File: src/nor_timing_pkg.sv
package nor_timing_pkg;

  // ---------------------------------------------------------------
  // field widths
  // ---------------------------------------------------------------
  localparam int TIME_W  = 5;
  localparam int SCALE_W = 2;
  localparam int DIV_W   = 2;
  localparam int BURST_W = 2;
  localparam int CNT_W   = 12;
  localparam int UNITS_W = 7;

  // ---------------------------------------------------------------
  // constants
  // ---------------------------------------------------------------
  // one functional clock cycle is two clk_sys cycles, so a half cycle is one clk_sys cycle
  localparam logic [3:0]       HALF_PER_CYCLE = 4'h2;
  localparam logic [CNT_W-1:0] CNT_RESET      = 12'h000;
  localparam logic [CNT_W-1:0] CNT_ONE        = 12'h001;
  localparam logic [DIV_W-1:0] DIV_RESET      = 2'h0;
  localparam logic [BURST_W-1:0] IDX_RESET    = 2'h0;

  // ---------------------------------------------------------------
  // types
  // ---------------------------------------------------------------
  typedef struct packed {
    logic [TIME_W-1:0]  select_assert_time;
    logic [TIME_W-1:0]  select_read_deassert_time;
    logic [TIME_W-1:0]  select_write_deassert_time;
    logic               select_half_cycle_delay;
    logic [TIME_W-1:0]  latch_assert_time;
    logic [TIME_W-1:0]  latch_read_deassert_time;
    logic [TIME_W-1:0]  latch_write_deassert_time;
    logic               latch_half_cycle_delay;
    logic [TIME_W-1:0]  read_strobe_assert_time;
    logic [TIME_W-1:0]  read_strobe_deassert_time;
    logic               read_strobe_half_cycle_delay;
    logic [TIME_W-1:0]  write_strobe_assert_time;
    logic [TIME_W-1:0]  write_strobe_deassert_time;
    logic               write_strobe_half_cycle_delay;
    logic [TIME_W-1:0]  page_word_interval;
    logic [SCALE_W-1:0] timing_scale_select;
    logic [TIME_W-1:0]  inter_access_gap;
    logic [TIME_W-1:0]  read_cycle_length;
    logic [TIME_W-1:0]  write_cycle_length;
    logic [TIME_W-1:0]  read_sample_delay;
    logic [DIV_W-1:0]   ext_clock_divider;
  } timing_cfg_s;

  // edge times of one access, in clk_sys cycles from access start
  typedef struct packed {
    logic [CNT_W-1:0] cs_on;
    logic [CNT_W-1:0] cs_off;
    logic [CNT_W-1:0] adv_on;
    logic [CNT_W-1:0] adv_off;
    logic [CNT_W-1:0] oe_on;
    logic [CNT_W-1:0] oe_off;
    logic [CNT_W-1:0] we_on;
    logic [CNT_W-1:0] we_off;
    logic [CNT_W-1:0] be_end;
    logic [CNT_W-1:0] first_sample;
    logic [CNT_W-1:0] page_step;
    logic [CNT_W-1:0] gap_len;
  } event_times_s;

  typedef enum logic [1:0] {
    ST_IDLE   = 2'b00,
    ST_ACTIVE = 2'b01,
    ST_GAP    = 2'b11
  } access_state_e;

endpackage

File: src/async_nor_strobe_timing.sv
// Functional notes
// [RULE1] single access select width from off minus on
// [RULE2] burst read widens select by page intervals
// [RULE3] burst write widens select likewise
// [RULE4] read latch deassert time with half cycles
// [RULE5] write latch deassert uses write time
// [RULE6] single read strobe deassert time
// [RULE7] burst read strobe deassert adds page intervals
// [RULE8] page addresses held one page interval each
// [RULE9] write strobe assert time after select
// [RULE10] write strobe deassert time after select
// [RULE11] address invalid for unscaled gap cycles; the code scales the gap by setting+1
// [RULE12] select asserts after scaled on time
// [RULE13] latch asserts at scaled time after select
// [RULE14] read strobe asserts at scaled time
// [RULE15] byte enables valid for cycle length
// [RULE16] burst extends byte enables by page intervals
// [RULE17] divider zero gives memory clock full rate
// [RULE18] scale select multiplies times by setting+1
// [RULE19] read data sampled after sample delay
// [RULE20] four independent chip selects with own timing
// [RULE21] next page word sampled per page interval
// [RULE22] one counter drives every strobe edge
// [RULE23] memory holds read data until strobe ends
`timescale 1ns/10ps
`default_nettype none

module async_nor_strobe_timing #(
  parameter int NUM_CS    = 4,
  parameter int ADDR_W    = 26,
  parameter int DATA_W    = 16,
  parameter int MAX_BURST = 4
) (
  input  wire  logic                                      clk_sys,
  input  wire  logic                                      reset_n,
  input  wire  nor_timing_pkg::timing_cfg_s [NUM_CS-1:0]  cfg,
  input  wire  logic                                      req_valid,
  input  wire  logic                                      req_write,
  input  wire  logic [1:0]                                req_cs,
  input  wire  logic [ADDR_W-1:0]                         req_addr,
  input  wire  logic [nor_timing_pkg::BURST_W-1:0]        req_burst_m1,
  input  wire  logic [1:0]                                req_byte_en,
  input  wire  logic [MAX_BURST-1:0][DATA_W-1:0]          req_wdata,
  output logic                                            req_ready,
  output logic [NUM_CS-1:0]                               chip_select_n,
  output logic                                            addr_valid_latch_n,
  output logic                                            output_enable_n,
  output logic                                            write_enable_n,
  output logic                                            low_byte_enable_n,
  output logic                                            high_byte_enable_n,
  output logic [ADDR_W-1:0]                               ext_address,
  input  wire  logic [DATA_W-1:0]                         ext_addr_data_bus_in,
  output logic [DATA_W-1:0]                               ext_addr_data_bus_out,
  output logic                                            ext_addr_data_bus_oe,
  output logic                                            ext_memory_clock,
  output logic [DATA_W-1:0]                               rd_data,
  output logic                                            rd_valid,
  output logic [nor_timing_pkg::BURST_W-1:0]              rd_index,
  output logic                                            access_done
);
  import nor_timing_pkg::*;

  // ---------------------------------------------------------------
  // elaboration checks
  // ---------------------------------------------------------------
  if (NUM_CS != 4) begin : g_cs_check
    $error("select decode serves exactly four chip selects");
  end
  if (MAX_BURST != 4) begin : g_burst_check
    $error("page index width serves bursts of up to four words");
  end
  if (DATA_W < 2 || ADDR_W < 2) begin : g_width_check
    $error("bus widths too small");
  end

  // ---------------------------------------------------------------
  // edge time arithmetic
  // ---------------------------------------------------------------
  // units are functional cycles; result is clk_sys cycles (half functional cycles)
  function automatic logic [CNT_W-1:0] to_half(input logic [UNITS_W-1:0] units,
                                               input logic [3:0]         scale,
                                               input logic               half);
    logic [CNT_W-1:0] prod;
    prod = {{(CNT_W-UNITS_W){1'b0}}, units} * {{(CNT_W-4){1'b0}}, scale};
    return prod + {{(CNT_W-1){1'b0}}, half};
  endfunction

  function automatic logic [UNITS_W-1:0] widen(input logic [TIME_W-1:0]  base,
                                               input logic [BURST_W-1:0] extra_words,
                                               input logic [TIME_W-1:0]  page);
    logic [UNITS_W-1:0] extra;
    extra = {{(UNITS_W-BURST_W){1'b0}}, extra_words} * {{(UNITS_W-TIME_W){1'b0}}, page};
    return {{(UNITS_W-TIME_W){1'b0}}, base} + extra;
  endfunction

  timing_cfg_s  sel_cfg;
  logic [3:0]   sel_scale;
  event_times_s nxt_ev;

  always_comb begin
    sel_cfg   = cfg[req_cs];
    // scale select 0 gives x1; halves double it
    sel_scale = 4'(({2'b00, sel_cfg.timing_scale_select} + 4'h1) * HALF_PER_CYCLE); // [RULE18]
    nxt_ev.cs_on  = to_half(widen(sel_cfg.select_assert_time, IDX_RESET, sel_cfg.page_word_interval),
                            sel_scale, sel_cfg.select_half_cycle_delay); // [RULE12]
    if (req_write) begin
      nxt_ev.cs_off  = to_half(widen(sel_cfg.select_write_deassert_time, req_burst_m1,
                                     sel_cfg.page_word_interval),
                               sel_scale, sel_cfg.select_half_cycle_delay); // [RULE1] [RULE3]
      nxt_ev.adv_off = to_half(widen(sel_cfg.latch_write_deassert_time, IDX_RESET, sel_cfg.page_word_interval),
                               sel_scale, sel_cfg.latch_half_cycle_delay); // [RULE5]
      nxt_ev.be_end  = to_half(widen(sel_cfg.write_cycle_length, req_burst_m1, sel_cfg.page_word_interval),
                               sel_scale, 1'b0); // [RULE15] [RULE16]
    end else begin
      nxt_ev.cs_off  = to_half(widen(sel_cfg.select_read_deassert_time, req_burst_m1,
                                     sel_cfg.page_word_interval),
                               sel_scale, sel_cfg.select_half_cycle_delay); // [RULE1] [RULE2]
      nxt_ev.adv_off = to_half(widen(sel_cfg.latch_read_deassert_time, IDX_RESET, sel_cfg.page_word_interval),
                               sel_scale, sel_cfg.latch_half_cycle_delay); // [RULE4]
      nxt_ev.be_end  = to_half(widen(sel_cfg.read_cycle_length, req_burst_m1, sel_cfg.page_word_interval),
                               sel_scale, 1'b0); // [RULE15] [RULE16]
    end
    nxt_ev.adv_on  = to_half(widen(sel_cfg.latch_assert_time, IDX_RESET, sel_cfg.page_word_interval),
                             sel_scale, sel_cfg.latch_half_cycle_delay); // [RULE13]
    nxt_ev.oe_on   = to_half(widen(sel_cfg.read_strobe_assert_time, IDX_RESET, sel_cfg.page_word_interval),
                             sel_scale, sel_cfg.read_strobe_half_cycle_delay); // [RULE14]
    nxt_ev.oe_off  = to_half(widen(sel_cfg.read_strobe_deassert_time, req_burst_m1, sel_cfg.page_word_interval),
                             sel_scale, sel_cfg.read_strobe_half_cycle_delay); // [RULE6] [RULE7]
    nxt_ev.we_on   = to_half(widen(sel_cfg.write_strobe_assert_time, IDX_RESET, sel_cfg.page_word_interval),
                             sel_scale, sel_cfg.write_strobe_half_cycle_delay); // [RULE9]
    nxt_ev.we_off  = to_half(widen(sel_cfg.write_strobe_deassert_time, IDX_RESET, sel_cfg.page_word_interval),
                             sel_scale, sel_cfg.write_strobe_half_cycle_delay); // [RULE10]
    nxt_ev.first_sample = to_half(widen(sel_cfg.read_sample_delay, IDX_RESET, sel_cfg.page_word_interval),
                                  sel_scale, 1'b0); // [RULE19]
    nxt_ev.page_step    = to_half(widen(sel_cfg.page_word_interval, IDX_RESET, sel_cfg.page_word_interval),
                                  sel_scale, 1'b0); // [RULE8] [RULE21]
    // gap scales too, so it never falls below the unscaled minimum
    nxt_ev.gap_len = to_half(widen(sel_cfg.inter_access_gap, IDX_RESET, sel_cfg.page_word_interval),
                             sel_scale, 1'b0); // [RULE11] [RULE18]
  end

  // ---------------------------------------------------------------
  // access sequencing
  // ---------------------------------------------------------------
  access_state_e                 state_ff;
  access_state_e                 nxt_state;
  event_times_s                  ev_ff;
  logic [CNT_W-1:0]              cnt_ff;
  logic [CNT_W-1:0]              next_sample_ff;
  logic [BURST_W-1:0]            page_idx_ff;
  logic [BURST_W-1:0]            burst_m1_ff;
  logic                          write_ff;
  logic [1:0]                    cs_sel_ff;
  logic [ADDR_W-1:0]             addr_base_ff;
  logic [1:0]                    byte_en_ff;
  logic [MAX_BURST-1:0][DATA_W-1:0] wdata_ff;
  logic                          req_ready_ff;
  logic                          accept;
  logic                          active_end;
  logic                          gap_end;
  logic                          sample_hit;
  logic                          words_left_ff;

  assign accept     = req_valid && req_ready_ff;
  assign active_end = (cnt_ff + CNT_ONE) >= ev_ff.be_end;
  assign gap_end    = (cnt_ff + CNT_ONE) >= ev_ff.gap_len;
  assign sample_hit = (state_ff == ST_ACTIVE) && words_left_ff && (cnt_ff == next_sample_ff);

  always_comb begin
    nxt_state = state_ff;
    case (state_ff)
      ST_IDLE: begin
        if (accept) begin
          nxt_state = ST_ACTIVE;
        end
      end
      ST_ACTIVE: begin
        if (active_end) begin
          nxt_state = (ev_ff.gap_len == CNT_RESET) ? ST_IDLE : ST_GAP;
        end
      end
      ST_GAP: begin
        if (gap_end) begin
          nxt_state = ST_IDLE;
        end
      end
      default: begin
        nxt_state = ST_IDLE;
      end
    endcase
  end

  always_ff @(posedge clk_sys or negedge reset_n) begin
    if (!reset_n) begin
      state_ff     <= ST_IDLE;
      req_ready_ff <= 1'b0;
    end else begin
      state_ff     <= nxt_state;
      req_ready_ff <= (nxt_state == ST_IDLE);
    end
  end

  always_ff @(posedge clk_sys or negedge reset_n) begin
    if (!reset_n) begin
      ev_ff        <= '0;
      write_ff     <= 1'b0;
      cs_sel_ff    <= 2'h0;
      addr_base_ff <= '0;
      burst_m1_ff  <= IDX_RESET;
      byte_en_ff   <= 2'h0;
      wdata_ff     <= '0;
    end else if (accept) begin
      ev_ff        <= nxt_ev;
      write_ff     <= req_write;
      cs_sel_ff    <= req_cs;
      addr_base_ff <= req_addr;
      burst_m1_ff  <= req_burst_m1;
      byte_en_ff   <= req_byte_en;
      wdata_ff     <= req_wdata;
    end
  end

  // single timeline counter; restarts at each access and each gap
  always_ff @(posedge clk_sys or negedge reset_n) begin
    if (!reset_n) begin
      cnt_ff <= CNT_RESET;
    end else if (state_ff != nxt_state) begin
      cnt_ff <= CNT_RESET; // [RULE22]
    end else if (state_ff != ST_IDLE) begin
      cnt_ff <= cnt_ff + CNT_ONE; // [RULE22]
    end
  end

  // page word scheduling, used for write bursts as well as reads
  always_ff @(posedge clk_sys or negedge reset_n) begin
    if (!reset_n) begin
      page_idx_ff    <= IDX_RESET;
      next_sample_ff <= CNT_RESET;
      words_left_ff  <= 1'b0;
    end else if (accept) begin
      page_idx_ff    <= IDX_RESET;
      next_sample_ff <= nxt_ev.first_sample; // [RULE19]
      words_left_ff  <= 1'b1;
    end else if (sample_hit) begin
      next_sample_ff <= next_sample_ff + ev_ff.page_step; // [RULE21]
      if (page_idx_ff == burst_m1_ff) begin
        words_left_ff <= 1'b0;
      end else begin
        page_idx_ff <= page_idx_ff + 2'h1; // [RULE8]
      end
    end
  end

  // ---------------------------------------------------------------
  // strobe outputs
  // ---------------------------------------------------------------
  // every strobe pin lags the counter by one register, so relative edge spacing is exact
  logic active;
  logic in_cs;
  logic in_adv;
  logic in_oe;
  logic in_we;

  always_comb begin
    active = (state_ff == ST_ACTIVE);
    in_cs  = active && (cnt_ff >= ev_ff.cs_on)  && (cnt_ff < ev_ff.cs_off);
    in_adv = active && (cnt_ff >= ev_ff.adv_on) && (cnt_ff < ev_ff.adv_off);
    in_oe  = active && !write_ff && (cnt_ff >= ev_ff.oe_on) && (cnt_ff < ev_ff.oe_off);
    in_we  = active && write_ff && (cnt_ff >= ev_ff.we_on) && (cnt_ff < ev_ff.we_off);
  end

  for (genvar i = 0; i < NUM_CS; i++) begin : g_select
    logic cs_n_ff;
    always_ff @(posedge clk_sys or negedge reset_n) begin
      if (!reset_n) begin
        cs_n_ff <= 1'b1;
      end else begin
        cs_n_ff <= !(in_cs && (cs_sel_ff == 2'(i))); // [RULE20] [RULE1]
      end
    end
    assign chip_select_n[i] = cs_n_ff;
  end

  logic              adv_n_ff;
  logic              oe_n_ff;
  logic              we_n_ff;
  logic              be_lo_n_ff;
  logic              be_hi_n_ff;
  logic [ADDR_W-1:0] addr_ff;
  logic [DATA_W-1:0] dout_ff;
  logic              doe_ff;

  always_ff @(posedge clk_sys or negedge reset_n) begin
    if (!reset_n) begin
      adv_n_ff <= 1'b1;
      oe_n_ff  <= 1'b1;
      we_n_ff  <= 1'b1;
    end else begin
      adv_n_ff <= !in_adv; // [RULE13] [RULE4] [RULE5]
      oe_n_ff  <= !in_oe;  // [RULE14] [RULE6] [RULE7]
      we_n_ff  <= !in_we;  // [RULE9] [RULE10]
    end
  end

  // address and byte enables valid from access start to cycle end; address zero and byte enables high in the gap
  always_ff @(posedge clk_sys or negedge reset_n) begin
    if (!reset_n) begin
      be_lo_n_ff <= 1'b1;
      be_hi_n_ff <= 1'b1;
      addr_ff    <= '0;
    end else begin
      be_lo_n_ff <= !(active && byte_en_ff[0]); // [RULE15] [RULE16]
      be_hi_n_ff <= !(active && byte_en_ff[1]); // [RULE15] [RULE16]
      addr_ff    <= active ? addr_base_ff + ADDR_W'(page_idx_ff) : '0; // [RULE8] [RULE11]
    end
  end

  always_ff @(posedge clk_sys or negedge reset_n) begin
    if (!reset_n) begin
      dout_ff <= '0;
      doe_ff  <= 1'b0;
    end else begin
      dout_ff <= wdata_ff[page_idx_ff];
      doe_ff  <= active && write_ff;
    end
  end

  // ---------------------------------------------------------------
  // read capture
  // ---------------------------------------------------------------
  logic [DATA_W-1:0]  rd_data_ff;
  logic               rd_valid_ff;
  logic [BURST_W-1:0] rd_index_ff;
  logic               done_ff;

  // relies on the memory holding data from the sample point until its strobe ends
  always_ff @(posedge clk_sys or negedge reset_n) begin
    if (!reset_n) begin
      rd_data_ff  <= '0;
      rd_valid_ff <= 1'b0;
      rd_index_ff <= IDX_RESET;
    end else begin
      rd_valid_ff <= sample_hit && !write_ff;
      if (sample_hit && !write_ff) begin
        rd_data_ff  <= ext_addr_data_bus_in; // [RULE19] [RULE21] [RULE23]
        rd_index_ff <= page_idx_ff;
      end
    end
  end

  always_ff @(posedge clk_sys or negedge reset_n) begin
    if (!reset_n) begin
      done_ff <= 1'b0;
    end else begin
      done_ff <= active && active_end;
    end
  end

  // ---------------------------------------------------------------
  // external memory clock
  // ---------------------------------------------------------------
  // free running; divider of the last accepted chip select applies
  logic [DIV_W-1:0] div_sel_ff;
  logic [DIV_W-1:0] div_cnt_ff;
  logic             mclk_ff;

  always_ff @(posedge clk_sys or negedge reset_n) begin
    if (!reset_n) begin
      div_sel_ff <= DIV_RESET;
      div_cnt_ff <= DIV_RESET;
      mclk_ff    <= 1'b0;
    end else begin
      if (accept) begin
        div_sel_ff <= sel_cfg.ext_clock_divider;
      end
      if (div_cnt_ff >= div_sel_ff) begin
        div_cnt_ff <= DIV_RESET;
        mclk_ff    <= !mclk_ff; // [RULE17]
      end else begin
        div_cnt_ff <= div_cnt_ff + 2'h1;
      end
    end
  end

  // ---------------------------------------------------------------
  // output wiring
  // ---------------------------------------------------------------
  assign req_ready             = req_ready_ff;
  assign addr_valid_latch_n    = adv_n_ff;
  assign output_enable_n       = oe_n_ff;
  assign write_enable_n        = we_n_ff;
  assign low_byte_enable_n     = be_lo_n_ff;
  assign high_byte_enable_n    = be_hi_n_ff;
  assign ext_address           = addr_ff;
  assign ext_addr_data_bus_out = dout_ff;
  assign ext_addr_data_bus_oe  = doe_ff;
  assign ext_memory_clock      = mclk_ff;
  assign rd_data               = rd_data_ff;
  assign rd_valid              = rd_valid_ff;
  assign rd_index              = rd_index_ff;
  assign access_done           = done_ff;

endmodule

`default_nettype wire

File: config.mk
export PLATFORM = sky130hd
export DESIGN_NAME = async_nor_strobe_timing
export DESIGN_NICKNAME = d
export VERILOG_FILES = /design/src/nor_timing_pkg.sv /design/src/async_nor_strobe_timing.sv
export SDC_FILE = /design/constraint.sdc
export NUM_CORES = 1
export LEC_CHECK = 0
export BUFFER_PORTS_ARGS = -buffer_cell sky130_fd_sc_hd__buf_2
export CORE_MARGIN = 2
export CORE_UTILIZATION = 28
export DETAILED_ROUTE_END_ITERATION = 10
export MAX_ROUTING_LAYER = met4
export SYNTH_ARGS = -nofsm -noshare
export SYNTH_HDL_FRONTEND = slang
export SYNTH_SLANG_ARGS = --single-unit
File: constraint.sdc
create_clock -name clk_sys -period 3.2 [get_ports clk_sys]
set_input_delay 0.32 -clock clk_sys [delete_from_list [all_inputs] [get_ports clk_sys]]
set_output_delay 0.32 -clock clk_sys [all_outputs]
set_load 0.01 [all_outputs]
# Word-level counts from Yosys, hierarchy flattened
# Index checks and enable logic that the tools add are counted.
classes:
  addsub: 21
  mul: 16
  div: 0
  n_lt_le_gt_ge: 13
  n_eq_ne: 9
  shifts: 0
  muxes: 24
  bitwise_logic: 0
  n_reduce_logical: 42
op_table:
  columns: ["operator", "count"]
  rows:
  - ["binary-select mux 83 bit (select 2 bit)", 1]
  - ["2-to-1 mux 83 bit", 1]
  - ["multiplier 5 x 3 -> 8 bit", 10]
  - ["adder 9 x 1 -> 10 bit", 7]
  - ["greater-or-equal comparator 12 bit", 5]
  - ["2-to-1 mux 12 bit", 5]
  - ["multiplier 7 x 3 -> 10 bit", 5]
  - ["< comparator 12 bit", 4]
  - ["adder 11 x 1 -> 12 bit", 3]
  - ["adder 5 x 7 -> 7 bit", 5]
  - ["binary-select mux 16 bit (select 2 bit)", 1]
  - ["adder 26 x 2 -> 26 bit", 1]
  - ["2-to-1 mux 26 bit", 1]
  - ["logical AND 1 bit", 21]
  - ["2-to-1 mux 16 bit", 1]
  - ["2-to-1 mux 2 bit", 8]
  - ["adder 12 x 1 -> 12 bit, second input constant", 1]
  - ["adder 12 x 11 -> 12 bit", 1]
  - ["equality test 12 bit", 1]
  - ["greater-or-equal comparator 12 x 11 -> 1 bit", 1]
  - ["logical NOT 12 bit", 1]
  - ["logical NOT 1 bit", 11]
  - ["2-to-1 mux 11 bit", 1]
  - ["2-to-1 mux 10 bit", 1]
  - ["other kinds (15)", 28]
word_totals:
  regBits: 332
  latchBits: 0
  ramBits: 0
  rom_bits: 0
  in_bits: 448
  word_cells: 170
  memories: 0

# Depth between registers and ports, before layout
# Gate-level depths: netlist of the first run.
logic_depth:
  depth_word: 7
  ltp_mapped: 23
  depth_no_buf: 20

# Worst setup path after synthesis of the first run
# No wires, ideal clock.
synth_timing:
  kind: "input to register"
  from: "input port req_cs[0]"
  to: "register ev_ff[82] in the netlist's numbering"
  setup_time_ps: 133
  arrival_time_ps: 5348
  required_ps: 3067
  slack_ps: -2281
  cell_stages: 22
  path_buffers: 3
  cell_sequence: "buf_6 clkbuf_1 buf_2 mux4_2 and2_1 ha_1 fa_1 xor2_1 ha_1 inv_1 o21ai_0 a21oi_1 and2b_1 xnor2_1 or2_2 fa_1 inv_1 ha_1 a21oi_1 o21bai_1 a211oi_1 a21oi_1"
synth_between:
  elab_chain_len: 6
synth_lines:
  columns: ["element", "line_no", "text"]
  rows:
  - ["start, declared", "async_nor_strobe_timing.sv:39", "input wire logic [1:0] req_cs,"]
  - ["binary-select mux 83 bit (select 2 bit) *", "async_nor_strobe_timing.sv:101", "sel_cfg = cfg[req_cs];"]
  - ["2-to-1 mux 83 bit (not written as such) *", "async_nor_strobe_timing.sv:101", null]
  - ["multiplier 2 x 5 -> 7 bit", "async_nor_strobe_timing.sv:92", "extra = {{(UNITS_W-BURST_W){1'b0}}, extra_words} * {{(UNITS_W-TIME_W){1'b0}}, page};"]
  - ["adder 5 x 7 -> 7 bit", "async_nor_strobe_timing.sv:93", "return {{(UNITS_W-TIME_W){1'b0}}, base} + extra;"]
  - ["multiplier 7 x 3 -> 10 bit", "async_nor_strobe_timing.sv:84", "prod = {{(CNT_W-UNITS_W){1'b0}}, units} * {{(CNT_W-4){1'b0}}, scale};"]
  - ["adder 11 x 1 -> 12 bit *", "async_nor_strobe_timing.sv:85", "return prod + {{(CNT_W-1){1'b0}}, half};"]
  - ["end signal, assigned", "async_nor_strobe_timing.sv:213", "ev_ff <= nxt_ev;"]
  - ["end, declared", "async_nor_strobe_timing.sv:147", "event_times_s ev_ff;"]
# Every way passes the cells marked *; elsewhere a longest branch is shown, timed or not. The select of a mux whose other input is x is not followed.
# A chain may end at the register's enable or synchronous reset.

# Worst setup path in the final report of the first run
layout_timing:
  from: "input port req_cs[0]"
  to: "register ev_ff[130] in the netlist's numbering"
layout_between:
  elab_chain_len: 7
layout_lines:
  columns: ["element", "line_no", "text"]
  rows:
  - ["binary-select mux 83 bit (select 2 bit) *", "async_nor_strobe_timing.sv:101", null]
  - ["2-to-1 mux 83 bit (not written as such) *", "async_nor_strobe_timing.sv:101", null]
  - ["multiplier 2 x 5 -> 7 bit", "async_nor_strobe_timing.sv:92", null]
  - ["adder 5 x 7 -> 7 bit", "async_nor_strobe_timing.sv:93", null]
  - ["multiplier 7 x 3 -> 10 bit", "async_nor_strobe_timing.sv:84", null]
  - ["adder 11 x 1 -> 12 bit", "async_nor_strobe_timing.sv:85", null]
  - ["2-to-1 mux 12 bit *", "async_nor_strobe_timing.sv:106", "if (req_write) begin"]
# Marked as above.

==> results of run 1 <==
[worst max-delay path, stage by stage]
cell	delay, ns
buf_12	0.09
mux4_2	0.52
and2_4	0.17
ha_4	0.15
fa_2	0.38
xor2_4	0.28
ha_1	0.30
inv_1	0.09
nor2_2	0.05
o31ai_2	0.25
nor3_2	0.07
xnor2_1	0.15
or2_1	0.25
fa_1	0.52
inv_2	0.05
ha_4	0.22
a21oi_2	0.14
o21ai_2	0.09
a21o_1	0.16
a31oi_1	0.15
o21ai_1	0.08
[through the flow]
stage                     std cells  setup WS [ns]
after detailed placement       4352          -1.52
after floorplan                2570          -1.57
after CTS                      4541         -0.812
after global placement         4352          -1.48
after global routing           4550          -1.02
final                          4552         -0.836
[final timing paths]
kind | start | end | slack (ns)
worst max-delay path | req_cs[0] | ev_ff[130] | -0.84
worst min-delay path | cfg[166] | div_sel_ff[0] | 0.20
worst max register to register | cnt_ff[0] | req_ready | 0.06
worst min register to register | byte_en_ff[0] | low_byte_enable_n | 0.40
max in group asynchronous | reset_n | wdata_ff[3] | 1.97
min in group asynchronous | reset_n | rd_data[0] | 0.34
[cells by family (layout without fill, tap and decap cells)]
family          after synthesis  count (layout)  share of synthesized area
buf+inv                     371            1213                     0.0606
mux                         137             137                      0.110
flops                       301             301                      0.317
other cells                   0               6                          0
xor+xnor                    124             124                     0.0464
fa+ha+maj                   326             326                      0.196
compound gates              394             394                     0.0971
simple gates                917             917                      0.172
[layout make-up]
type,instances,area [um2]
Fill cell,8224,51200
Sequential cell,301,7540
Multi-Input combinational cell,1898,15700
Tap cell,1134,1420
Antenna cell,6,15.0
Clock buffer,48,1020
Clock inverter,18,196
Timing Repair Buffer,899,5950
Inverter,248,931
[where the power goes]
group / switching [mW] / internal [mW] / total [mW]
combinational: 6.18 / 5.55 / 11.7
clock: 1.76 / 2.43 / 4.19
sequential: 0.914 / 5.43 / 6.34
total: 8.85 / 13.4 / 22.3
[synth_stat cells, drive strengths merged, types with 5 or more instances]
| cell type | n |
|---|---|
| o31ai | 7 |
| nor3 | 23 |
| o221ai | 5 |
| or3 | 7 |
| o21a | 11 |
| mux4 | 98 |
| o211ai | 10 |
| a22oi | 6 |
| o21bai | 8 |
| nor4 | 9 |
| nand2 | 577 |
| and2 | 89 |
| ha | 248 |
| dfrtp | 292 |
| a21oi | 104 |
| xnor2 | 59 |
| and4 | 6 |
| mux2i | 17 |
| mux2 | 22 |
| a211oi | 5 |
| nand2b | 13 |
| nor2 | 81 |
| or2 | 7 |
| clkbuf | 85 |
| o21ai | 165 |
| and3 | 6 |
| nor2b | 33 |
| a31oi | 5 |
| dfstp | 9 |
| nand4 | 14 |
| a21o | 47 |
| buf | 38 |
| inv | 248 |
| fa | 78 |
| nand3 | 32 |
| xor2 | 65 |
[flip-flops by register name, indices dropped and copies added, names as in the netlist, 4 cells and up]
name and count:
wdata_ff 64, addr_base_ff 26, ext_address 26, g_select.cs_n_ff 4
rd_data 16, cnt_ff 12, ext_addr_data_bus_out 16, ev_ff 98
next_sample_ff 11
[per-layer routing]
layer | GRT usage | vias up | share of wire
met5 | - | - | 0
li1 | - | 10300 | -
met2 | 0.280 | 534 | 0.48
met3 | 0.0226 | 127 | 0.045
met1 | 0.211 | 9910 | 0.43
met4 | 0.0670 | 0 | 0.038
[layout by cell type, fill, tap and decap left out, types with 14 or more instances in the layout]
cell             n
nand2_1        570
buf_2          518
dfrtp_1        291
buf_4          248
inv_1          239
ha_1           216
o21ai_0        135
dlygate4sd3_1  109
mux4_2          98
and2_1          83
a21oi_1         75
nor2_1          73
fa_1            73
xor2_1          60
a21o_1          47
xnor2_1         44
clkbuf_16       37
nand3_1         32
nor2b_1         31
ha_4            27
mux2_2          22
a21oi_2         21
o21ai_1         20
nor3_1          19
mux2i_1         15
buf_12          15
nand4_1         14
[what timing repair did]
action	in CTS	in global routing
hold buffers	109	0
cloned	0	0
endpoints found under the setup margin	67	80
pin swaps	20	27
hold endpoints to repair	188	0
setup buffers	14	5
gates resized for setup	76	57
==> impl_metrics.env, run 1 <==
export IMPL_outcome="finished, violations left"
export IMPL_violations="negative setup slack"
export IMPL_synthCells=2570
export IMPL_clk_pin_slew_ns=0.06
export IMPL_crit_required_ns=3.65
export IMPL_drc=0
export IMPL_fin_setup_tns_ns=-20.49
export IMPL_synth_flop_cell="dfrtp_1"
export IMPL_hold_depth=4
export IMPL_fin_crit_sh=1.26
export IMPL_synth_area_um2=23800
export IMPL_reg2reg_depth=12
export IMPL_finalNetCount=4158
export IMPL_dieArea_um2=87300
export IMPL_max_cap_violations=0
export IMPL_postLayoutCoreUtil=0.391
export IMPL_row_count=106
export IMPL_max_freq_mhz=248
export IMPL_drt_iter0_markers=977
export IMPL_ys_seq_elements=301
export IMPL_syn_area_per_cell_um2=9.26
export IMPL_ctsHtreeMaxLevel=2
export IMPL_fin_skew_ns=0.0386
export IMPL_grtUsageTotal=0.170
export IMPL_initial_core_util=0.283
export IMPL_antenna_found_initial=4
export IMPL_clkLatencyLatePin_ns=0.57
export IMPL_synth_fp_nets=3344
export IMPL_yosysUniqueCellTypes=67
export IMPL_grt_pass1_wl_um=113000
export IMPL_num_vias=20800
export IMPL_cts_sinks=301
export IMPL_numCtsBuffers=36
export IMPL_drv_slew=0
export IMPL_cts_max_path_buffers=3
export IMPL_port_buffers=521
export IMPL_power_density_nw_per_um2=679
export IMPL_ioPinCount=522
export IMPL_worst_hold_slack_ns=0.197
export IMPL_critPathLaunchType="input pin"
export IMPL_max_vdd_ir_drop_uv=375
export IMPL_fin_crit_ns=4.04
export IMPL_ys_seq_area_frac=0.317
export IMPL_dpl_hpwl_um=56300
export IMPL_grt_max_degree=87
export IMPL_drt_pass1_iterations=5
export IMPL_synth_edff_count=0
export IMPL_via_per_inst=4.58
export IMPL_async_reset_ff_frac=1.00
export IMPL_core_um2=84000
export IMPL_wl_um=72900
export IMPL_power_leakage_nw=16.7
export IMPL_drive_gt1_frac=0.330
export IMPL_arrival_ns=4.49
export IMPL_crit_type="input pin to flip-flop"
export IMPL_wl_per_cell_um=16.0
export IMPL_setup_viol=59
export IMPL_hp_class="input pin to flip-flop"
export IMPL_netlist_top_cells_area="dfrtp_1 (31%), ha_1 (13%), mux4_2 (9.3%), nand2_1 (9.1%), fa_1 (6.6%)"
export IMPL_rsz0062_at_grt="true"
export IMPL_gp_congestion=0.875
export IMPL_stdcell_area_um2=32800
export IMPL_cts_root_buf="clkbuf_16"
export IMPL_relSlewSlack=0.433
export IMPL_worst_pin_slew_ns=0.842
export IMPL_hold_viol=0
export IMPL_die_height_um=296
export IMPL_die_x_um=296
export IMPL_yosys_area_top_type_share=0.307
export IMPL_area_growth_pct=37.8
export IMPL_placed_area_um2=29600
export IMPL_setup_slack_ns=-0.836
export IMPL_ant_nets=0
export IMPL_grt_pass1_vias=21000
export IMPL_synth_largest_area_cell="dfrtp_1"
export IMPL_crit_path_end_kind="flip-flop"
export IMPL_synth_warnings=0
export IMPL_grt_overflow_total=0
export IMPL_p_total_mw=22.3
export IMPL_cts_tree="yes"
export IMPL_path_max_fanout=5
(Power assumes the default switching activity.)
==> run 2: changes to the inputs <==
--- a/config.mk
+++ b/config.mk
@@ -13,3 +13,4 @@
 export SYNTH_ARGS = -nofsm -noshare
 export SYNTH_HDL_FRONTEND = slang
 export SYNTH_SLANG_ARGS = --single-unit
+export TNS_END_PERCENT = 5
==> run 2 against run 1 <==
Effect of this change:
- the run still ends with negative setup slack left
- fmax down 1.6%
- global-route usage about the same
- routed wire length fell by 0.23%
- non-clock buffer count fell by 34
- clock skew up 0.0018 ns
- largest cell class unchanged
- final cell count down 0.75%
- first-iteration DRC count is 16% higher
- flip-flop and latch count did not move
- core utilization fell by 0.35 points
- setup slack got worse by 0.064 ns
- total power decreased by 0.41%
==> impl_metrics.env, run 2 (same netlist as run 1, synthesis figures left out) <==
export IMPL_clkLatencyLatePin_ns=0.58
export IMPL_drive_gt1_frac=0.318
export IMPL_dp_cells=4326
export IMPL_power_leakage_nw=16.6
export IMPL_max_freq_mhz=244
export IMPL_cts_max_path_buffers=3
export IMPL_drc=0
export IMPL_reg_largest_list="ev_ff (98), wdata_ff (64)"
export IMPL_grtUsageTotal=0.169
export IMPL_crit_buf_inv=3
export IMPL_drv_slew=0
export IMPL_cp_slowest_cell="mux4_2"
export IMPL_stdcell_area_um2=32500
export IMPL_wl_um=72700
export IMPL_postLayoutCoreUtil=0.387
export IMPL_via_per_inst=4.59
export IMPL_ant_nets=0
export IMPL_worst_pin_slew_ns=0.857
export IMPL_largest_register="ev_ff"
export IMPL_max_vdd_ir_drop_uv=352
export IMPL_fin_crit_ns=4.10
export IMPL_max_stage_delay_ns=0.52
export IMPL_core_um2=84000
export IMPL_rsz0062_at_grt="true"
export IMPL_path_cells="buf_12 > mux4_2 > and2_4 > ha_4 > fa_2 > xor2_4 > ha_1 > inv_1 > nor2_1 > nor2_1 > xnor2_2 > nand2_1 > fa_1 > inv_1 > ha_1 > a21o_1 > a21oi_1 > xor2_1 > nand2_1 > o21ai_1 > o21ai_0"
export IMPL_die_x_um=296
export IMPL_dieArea_um2=87300
export IMPL_dpl_hpwl_um=56500
export IMPL_fin_skew_ns=0.0404
export IMPL_wl_per_cell_um=16.1
export IMPL_outcome="finished, violations left"
export IMPL_setup_viol=56
export IMPL_ioPinCount=522
export IMPL_ctsHtreeMaxLevel=2
export IMPL_clk_pin_slew_ns=0.06
export IMPL_max_cap_violations=0
export IMPL_cts_sinks=301
export IMPL_num_vias=20700
export IMPL_gp_congestion=0.862
export IMPL_power_density_nw_per_um2=682
export IMPL_numCtsBuffers=36
export IMPL_row_count=106
export IMPL_mostFrequentLayoutCells="nand2_1 (574), buf_2 (518), dfrtp_1 (292), inv_1 (241), ha_1 (222)"
export IMPL_crit_required_ns=3.62
export IMPL_path_max_fanout=6
export IMPL_grt_pass1_wl_um=114000
export IMPL_hold_viol=0
export IMPL_die_height_um=296
export IMPL_relSlewSlack=0.423
export IMPL_violations="negative setup slack"
export IMPL_antenna_found_initial=5
export IMPL_initial_core_util=0.283
export IMPL_largest_reg_flops=98
export IMPL_area_growth_pct=36.6
export IMPL_placed_area_um2=29400
export IMPL_hp_class="input pin to flip-flop"
export IMPL_mostFrequentLayoutCell="nand2_1"
export IMPL_finalNetCount=4125
export IMPL_critPathLaunchType="input pin"
export IMPL_setup_slack_ns=-0.900
export IMPL_crit_type="input pin to flip-flop"
export IMPL_drt_pass1_iterations=5
export IMPL_crit_family="adder cells"
export IMPL_grt_pass1_vias=21000
export IMPL_grt_max_degree=87
export IMPL_grt_overflow_total=0
export IMPL_cts_root_buf="clkbuf_16"
export IMPL_port_buffers=521
export IMPL_fillers=8312
export IMPL_fin_crit_sh=1.28
export IMPL_cts_tree="yes"
export IMPL_drt_iter0_markers=1130
export IMPL_layoutNonFillerInstCount=4518
export IMPL_crit_path_end_kind="flip-flop"
export IMPL_arrival_ns=4.52
==> run 2: changes by cell type in the layout (fill, tap and decap cells not counted), moves of 5 or more <==
| cell | change |
|---|---|
| a21oi_1 | -6 |
| a21oi_2 | +10 |
| buf_4 | -37 |
| clkbuf_8 | +5 |
| ha_1 | +6 |
| ha_4 | -6 |
| o21ai_0 | +6 |
==> run 2: cell type report <==
| class | count | area, um2 | area share |
|---|---|---|---|
| diodes | 5 | 12.5 | 0.000385 |
| clock buffers | 51 | 1060 | 0.0325 |
| clock inverters | 15 | 246 | 0.00758 |
| inverters | 248 | 931 | 0.0286 |
| multi-input cells | 1899 | 15600 | 0.478 |
| flip-flops and latches | 301 | 7540 | 0.232 |
| well taps | 1134 | 1420 | 0.0437 |
| repair buffers | 865 | 5740 | 0.177 |
==> run 2: routing by layer <==
metal  track usage  wire length (um)  part of all wire
met5             -                 0                 0
met4        0.0589              2480             0.034
met3        0.0174              2610             0.036
met2         0.282             35700              0.49
met1         0.214             32000              0.44
==> run 2: worst min-delay path, stage by stage <==
cell,delay [ns]
buf_2,0.11
buf_4,0.15
nand2_1,0.05
nand2_1,0.05
==> run 2: metrics by stage <==
stage          hold WS, ns  TNS (ns)  power [mW]  worst slack, ns
6_report             0.182    -19.71        22.2           -0.900
2_1_floorplan       0.0244    -62.60        13.2            -1.58
4_1_cts              0.136    -18.80        22.1           -0.806
5_1_grt              0.190    -31.97        24.1            -1.08
3_5_place_dp         0.333    -72.19        17.1            -1.57
3_3_place_gp         0.333    -69.84        16.9            -1.50
==> run 2: path summary, 6_finish.rpt <==
path | from | endpoint | slack [ns] | cells after the start
max in group asynchronous | reset_n | ev_ff[114] | 1.97 | 3
worst min register to register | byte_en_ff[0] | low_byte_enable_n | 0.39 | 1
min in group asynchronous | reset_n | rd_data[0] | 0.33 | 2
worst max register to register | cnt_ff[1] | req_ready | 0.02 | 12
worst min-delay path | req_burst_m1[0] | burst_m1_ff[0] | 0.18 | 4
worst max-delay path | req_cs[0] | ev_ff[127] | -0.90 | 21
==> run 2: power by group <==
group / internal (mW) / switching (mW) / total, mW
logic: 5.34 / 6.04 / 11.4
registers: 5.43 / 0.933 / 6.36
clock network: 2.66 / 1.77 / 4.43
total: 13.4 / 8.73 / 22.2
==> run 2: what timing repair did <==
item / in CTS / in global routing
pin swaps: 47 / 21
gates resized for setup: 66 / 50
cloned: 1 / 0
setup buffers: 9 / 2
hold endpoints to repair: 169 / 0
setup endpoints to repair: 67 / 80
hold buffers: 109 / 0
==> run 3: changes to the inputs <==
--- a/config.mk
+++ b/config.mk
@@ -5,6 +5,7 @@
 export SDC_FILE = /design/constraint.sdc
 export NUM_CORES = 1
 export LEC_CHECK = 0
+export ABC_AREA = 1
 export BUFFER_PORTS_ARGS = -buffer_cell sky130_fd_sc_hd__buf_2
 export CORE_MARGIN = 2
 export CORE_UTILIZATION = 28
==> run 3 against run 2 <==
Effect of this change:
- the run still ends with negative setup slack left
- critical path type unchanged
- highest routed layer unchanged
- critical endpoint is now ev_ff[81]
- final cell count grew 20%
- largest cell class unchanged
- area after synthesis grew 2.5%
- die area rose by 2.4%
==> impl_metrics.env, run 3 <==
export IMPL_grt_pass1_wl_um=137000
export IMPL_reg2reg_depth=19
export IMPL_synthCells=3384
export IMPL_worst_pin_slew_ns=1.23
export IMPL_ioPinCount=522
export IMPL_crit_buf_inv=9
export IMPL_synth_warnings=0
export IMPL_ys_seq_elements=301
export IMPL_mostFrequentLayoutCell="nand2_1"
export IMPL_arrival_ns=4.43
export IMPL_clkLatencyLatePin_ns=0.57
export IMPL_antenna_found_initial=5
export IMPL_async_reset_ff_frac=1.00
export IMPL_yosysUniqueCellTypes=51
export IMPL_clk_pin_slew_ns=0.06
export IMPL_setup_viol=25
export IMPL_synth_fp_nets=4158
export IMPL_power_leakage_nw=18.3
export IMPL_ant_nets=0
export IMPL_wl_um=87800
export IMPL_ctsHtreeMaxLevel=2
export IMPL_synth_area_um2=24400
export IMPL_setup_slack_ns=-0.812
export IMPL_hold_depth=3
export IMPL_dpl_hpwl_um=67500
export IMPL_r2r_start="cnt_ff[5]"
export IMPL_port_buffers=521
export IMPL_crit_family="adder cells"
export IMPL_stdcell_area_um2=34100
export IMPL_fin_setup_tns_ns=-12.02
export IMPL_synth_edff_count=0
export IMPL_grt_max_degree=101
export IMPL_row_count=108
export IMPL_synth_commonest_cells="nand2_1 (981), inv_1 (419), nor2_1 (351)"
export IMPL_outcome="finished, violations left"
export IMPL_crit_type="input pin to flip-flop"
export IMPL_yosys_area_top_type_share=0.300
export IMPL_drv_slew=0
export IMPL_largest_register="ev_ff"
export IMPL_worst_hold_path_endpoint="addr_base_ff[11]"
export IMPL_crit_required_ns=3.62
export IMPL_cp_slowest_cell="fa_1"
export IMPL_gp_congestion=0.922
export IMPL_crit_start="req_cs[0]"
export IMPL_rsz0062_at_grt="true"
export IMPL_fin_crit_sh=1.25
export IMPL_synth_most_common_cell="nand2_1"
export IMPL_relSlewSlack=0.179
export IMPL_fillers=8889
export IMPL_syn_area_per_cell_um2=7.20
export IMPL_grt_pass1_vias=24800
export IMPL_fin_crit_ns=4.01
export IMPL_max_vdd_ir_drop_uv=307
export IMPL_via_per_inst=4.63
export IMPL_core_um2=86500
export IMPL_dieArea_um2=89400
export IMPL_wl_per_cell_um=16.1
export IMPL_cp_common_cell="nand2_1"
export IMPL_drc=0
export IMPL_synth_largest_area_cell="dfrtp_1"
export IMPL_power_density_nw_per_um2=411
export IMPL_cts_sinks=301
export IMPL_cts_max_path_buffers=3
export IMPL_critPathLaunchType="input pin"
export IMPL_p_total_mw=14.0
export IMPL_violations="negative setup slack"
export IMPL_die_height_um=299
export IMPL_cts_tree="yes"
export IMPL_place_ws_ns=-1.62
export IMPL_mostFrequentLayoutCells="nand2_1 (963), buf_2 (518), inv_1 (401), nor2_1 (339), buf_4 (314)"
export IMPL_crit_path_end_kind="flip-flop"
export IMPL_synth_flop_cell="dfrtp_1"
export IMPL_min_delay_start="req_addr[11]"
export IMPL_netlist_top_cells_area="dfrtp_1 (30%), nand2_1 (15%), ha_1 (13%), inv_1 (6.5%), fa_1 (6.4%)"
export IMPL_max_cap_violations=0
export IMPL_area_growth_pct=40.0
export IMPL_drive_gt1_frac=0.268
export IMPL_regToRegEndpoint="cnt_ff[0]"
export IMPL_hold_viol=0
export IMPL_numCtsBuffers=36
export IMPL_num_vias=25200
export IMPL_drt_iter0_markers=1485
export IMPL_ys_seq_area_frac=0.309
export IMPL_max_stage_delay_ns=0.51
export IMPL_path_max_fanout=6
export IMPL_fin_skew_ns=0.0292
export IMPL_reg2reg_slack_ns=0.31
export IMPL_max_freq_mhz=249
export IMPL_cts_root_buf="clkbuf_16"
export IMPL_drt_pass1_iterations=7
export IMPL_regArea_um2=7550
export IMPL_grt_overflow_total=0
export IMPL_initial_core_util=0.282
export IMPL_die_x_um=299
export IMPL_reg_largest_list="ev_ff (98), wdata_ff (64)"
export IMPL_multi_input_area_um2=15600
export IMPL_grtUsageTotal=0.198
export IMPL_placed_area_um2=30800
export IMPL_hp_class="input pin to flip-flop"
export IMPL_largest_reg_flops=98
export IMPL_finalNetCount=5021
-- run 3: cell types whose count changed after synthesis, moves of 66 or more --
cell / change
and2_1: -88
nor2_1: +271
o21ai_0: +82
mux4_2: -98
inv_1: +171
nand2_1: +405
nand3_1: +96
o22ai_1: +66
-- run 3: metrics by stage --
stage               hold slack, ns  instances   util
floorplan                   0.0244       3384      -
global placement             0.380       5223  0.356
detailed placement           0.395       5223  0.356
CTS                        0.00180       5417  0.388
global route                0.0288       5434  0.395
finish                      0.0288       5435  0.395
-- run 3: timing repair --
action | CTS | global route
endpoints found under the setup margin | 40 | 74
buffers inserted | 22 | 10
cloned | 0 | 2
hold buffers | 108 | 0
pin swaps | 34 | 34
gates resized for setup | 69 | 112
hold endpoints to repair | 179 | 0
-- run 3: how the worst max path moves through the flow --
stage	endpoint	slack, ns	cells after the start
after floorplan	ev_ff[130]	-1.34	31
after global placement	ev_ff[128]	-1.51	30
after detailed placement	ev_ff[130]	-1.62	29
after CTS	ev_ff[45]	-0.71	29
after global routing	ev_ff[45]	-1.01	29
final	ev_ff[81]	-0.81	28
-- run 3: final cells by class --
type	instances	area share
timing repair buffer	973	0.195
clock buffer	48	0.0298
tap	1155	0.0423
inverter	435	0.0486
timing repair inverter	1	0.000257
sequential	301	0.221
antenna	6	0.000440
multi-input combinational	2499	0.456
clock inverter	17	0.00656
-- run 3: cells by family (layout without fill, tap and decap cells) --
| kind of cell | count (synthesis) | count (layout) | synth area share |
|---|---|---|---|
| buffers and inverters | 584 | 1474 | 0.0916 |
| AND/OR/NAND/NOR | 1551 | 1551 | 0.255 |
| AO/OA/AOI/OAI | 555 | 555 | 0.129 |
| adder cells (fa/ha/maj) | 326 | 326 | 0.191 |
| XOR/XNOR | 67 | 67 | 0.0241 |
| other | 0 | 6 | 0 |
| flip-flops | 301 | 301 | 0.309 |
-- run 3: per-layer routing --
| metal | up-vias | routed length [um] | GRT usage | share of wire |
|---|---|---|---|---|
| met5 | - | 0 | - | 0 |
| met4 | 0 | 1970 | 0.0461 | 0.022 |
| met3 | 107 | 4630 | 0.0257 | 0.053 |
| met2 | 758 | 41900 | 0.329 | 0.48 |
| met1 | 11700 | 39300 | 0.256 | 0.45 |
| li1 | 12600 | - | - | - |
-- run 3: worst min-delay path, stage by stage --
cell and delay (ns):
buf_2 0.07, nand2_1 0.07, o21ai_0 0.07
-- run 3: power by group --
group          internal [mW]  switching [mW]  total (mW)
registers               3.81               0        3.81
logic                   2.81            3.07        5.88
clock network           2.58            1.77        4.35
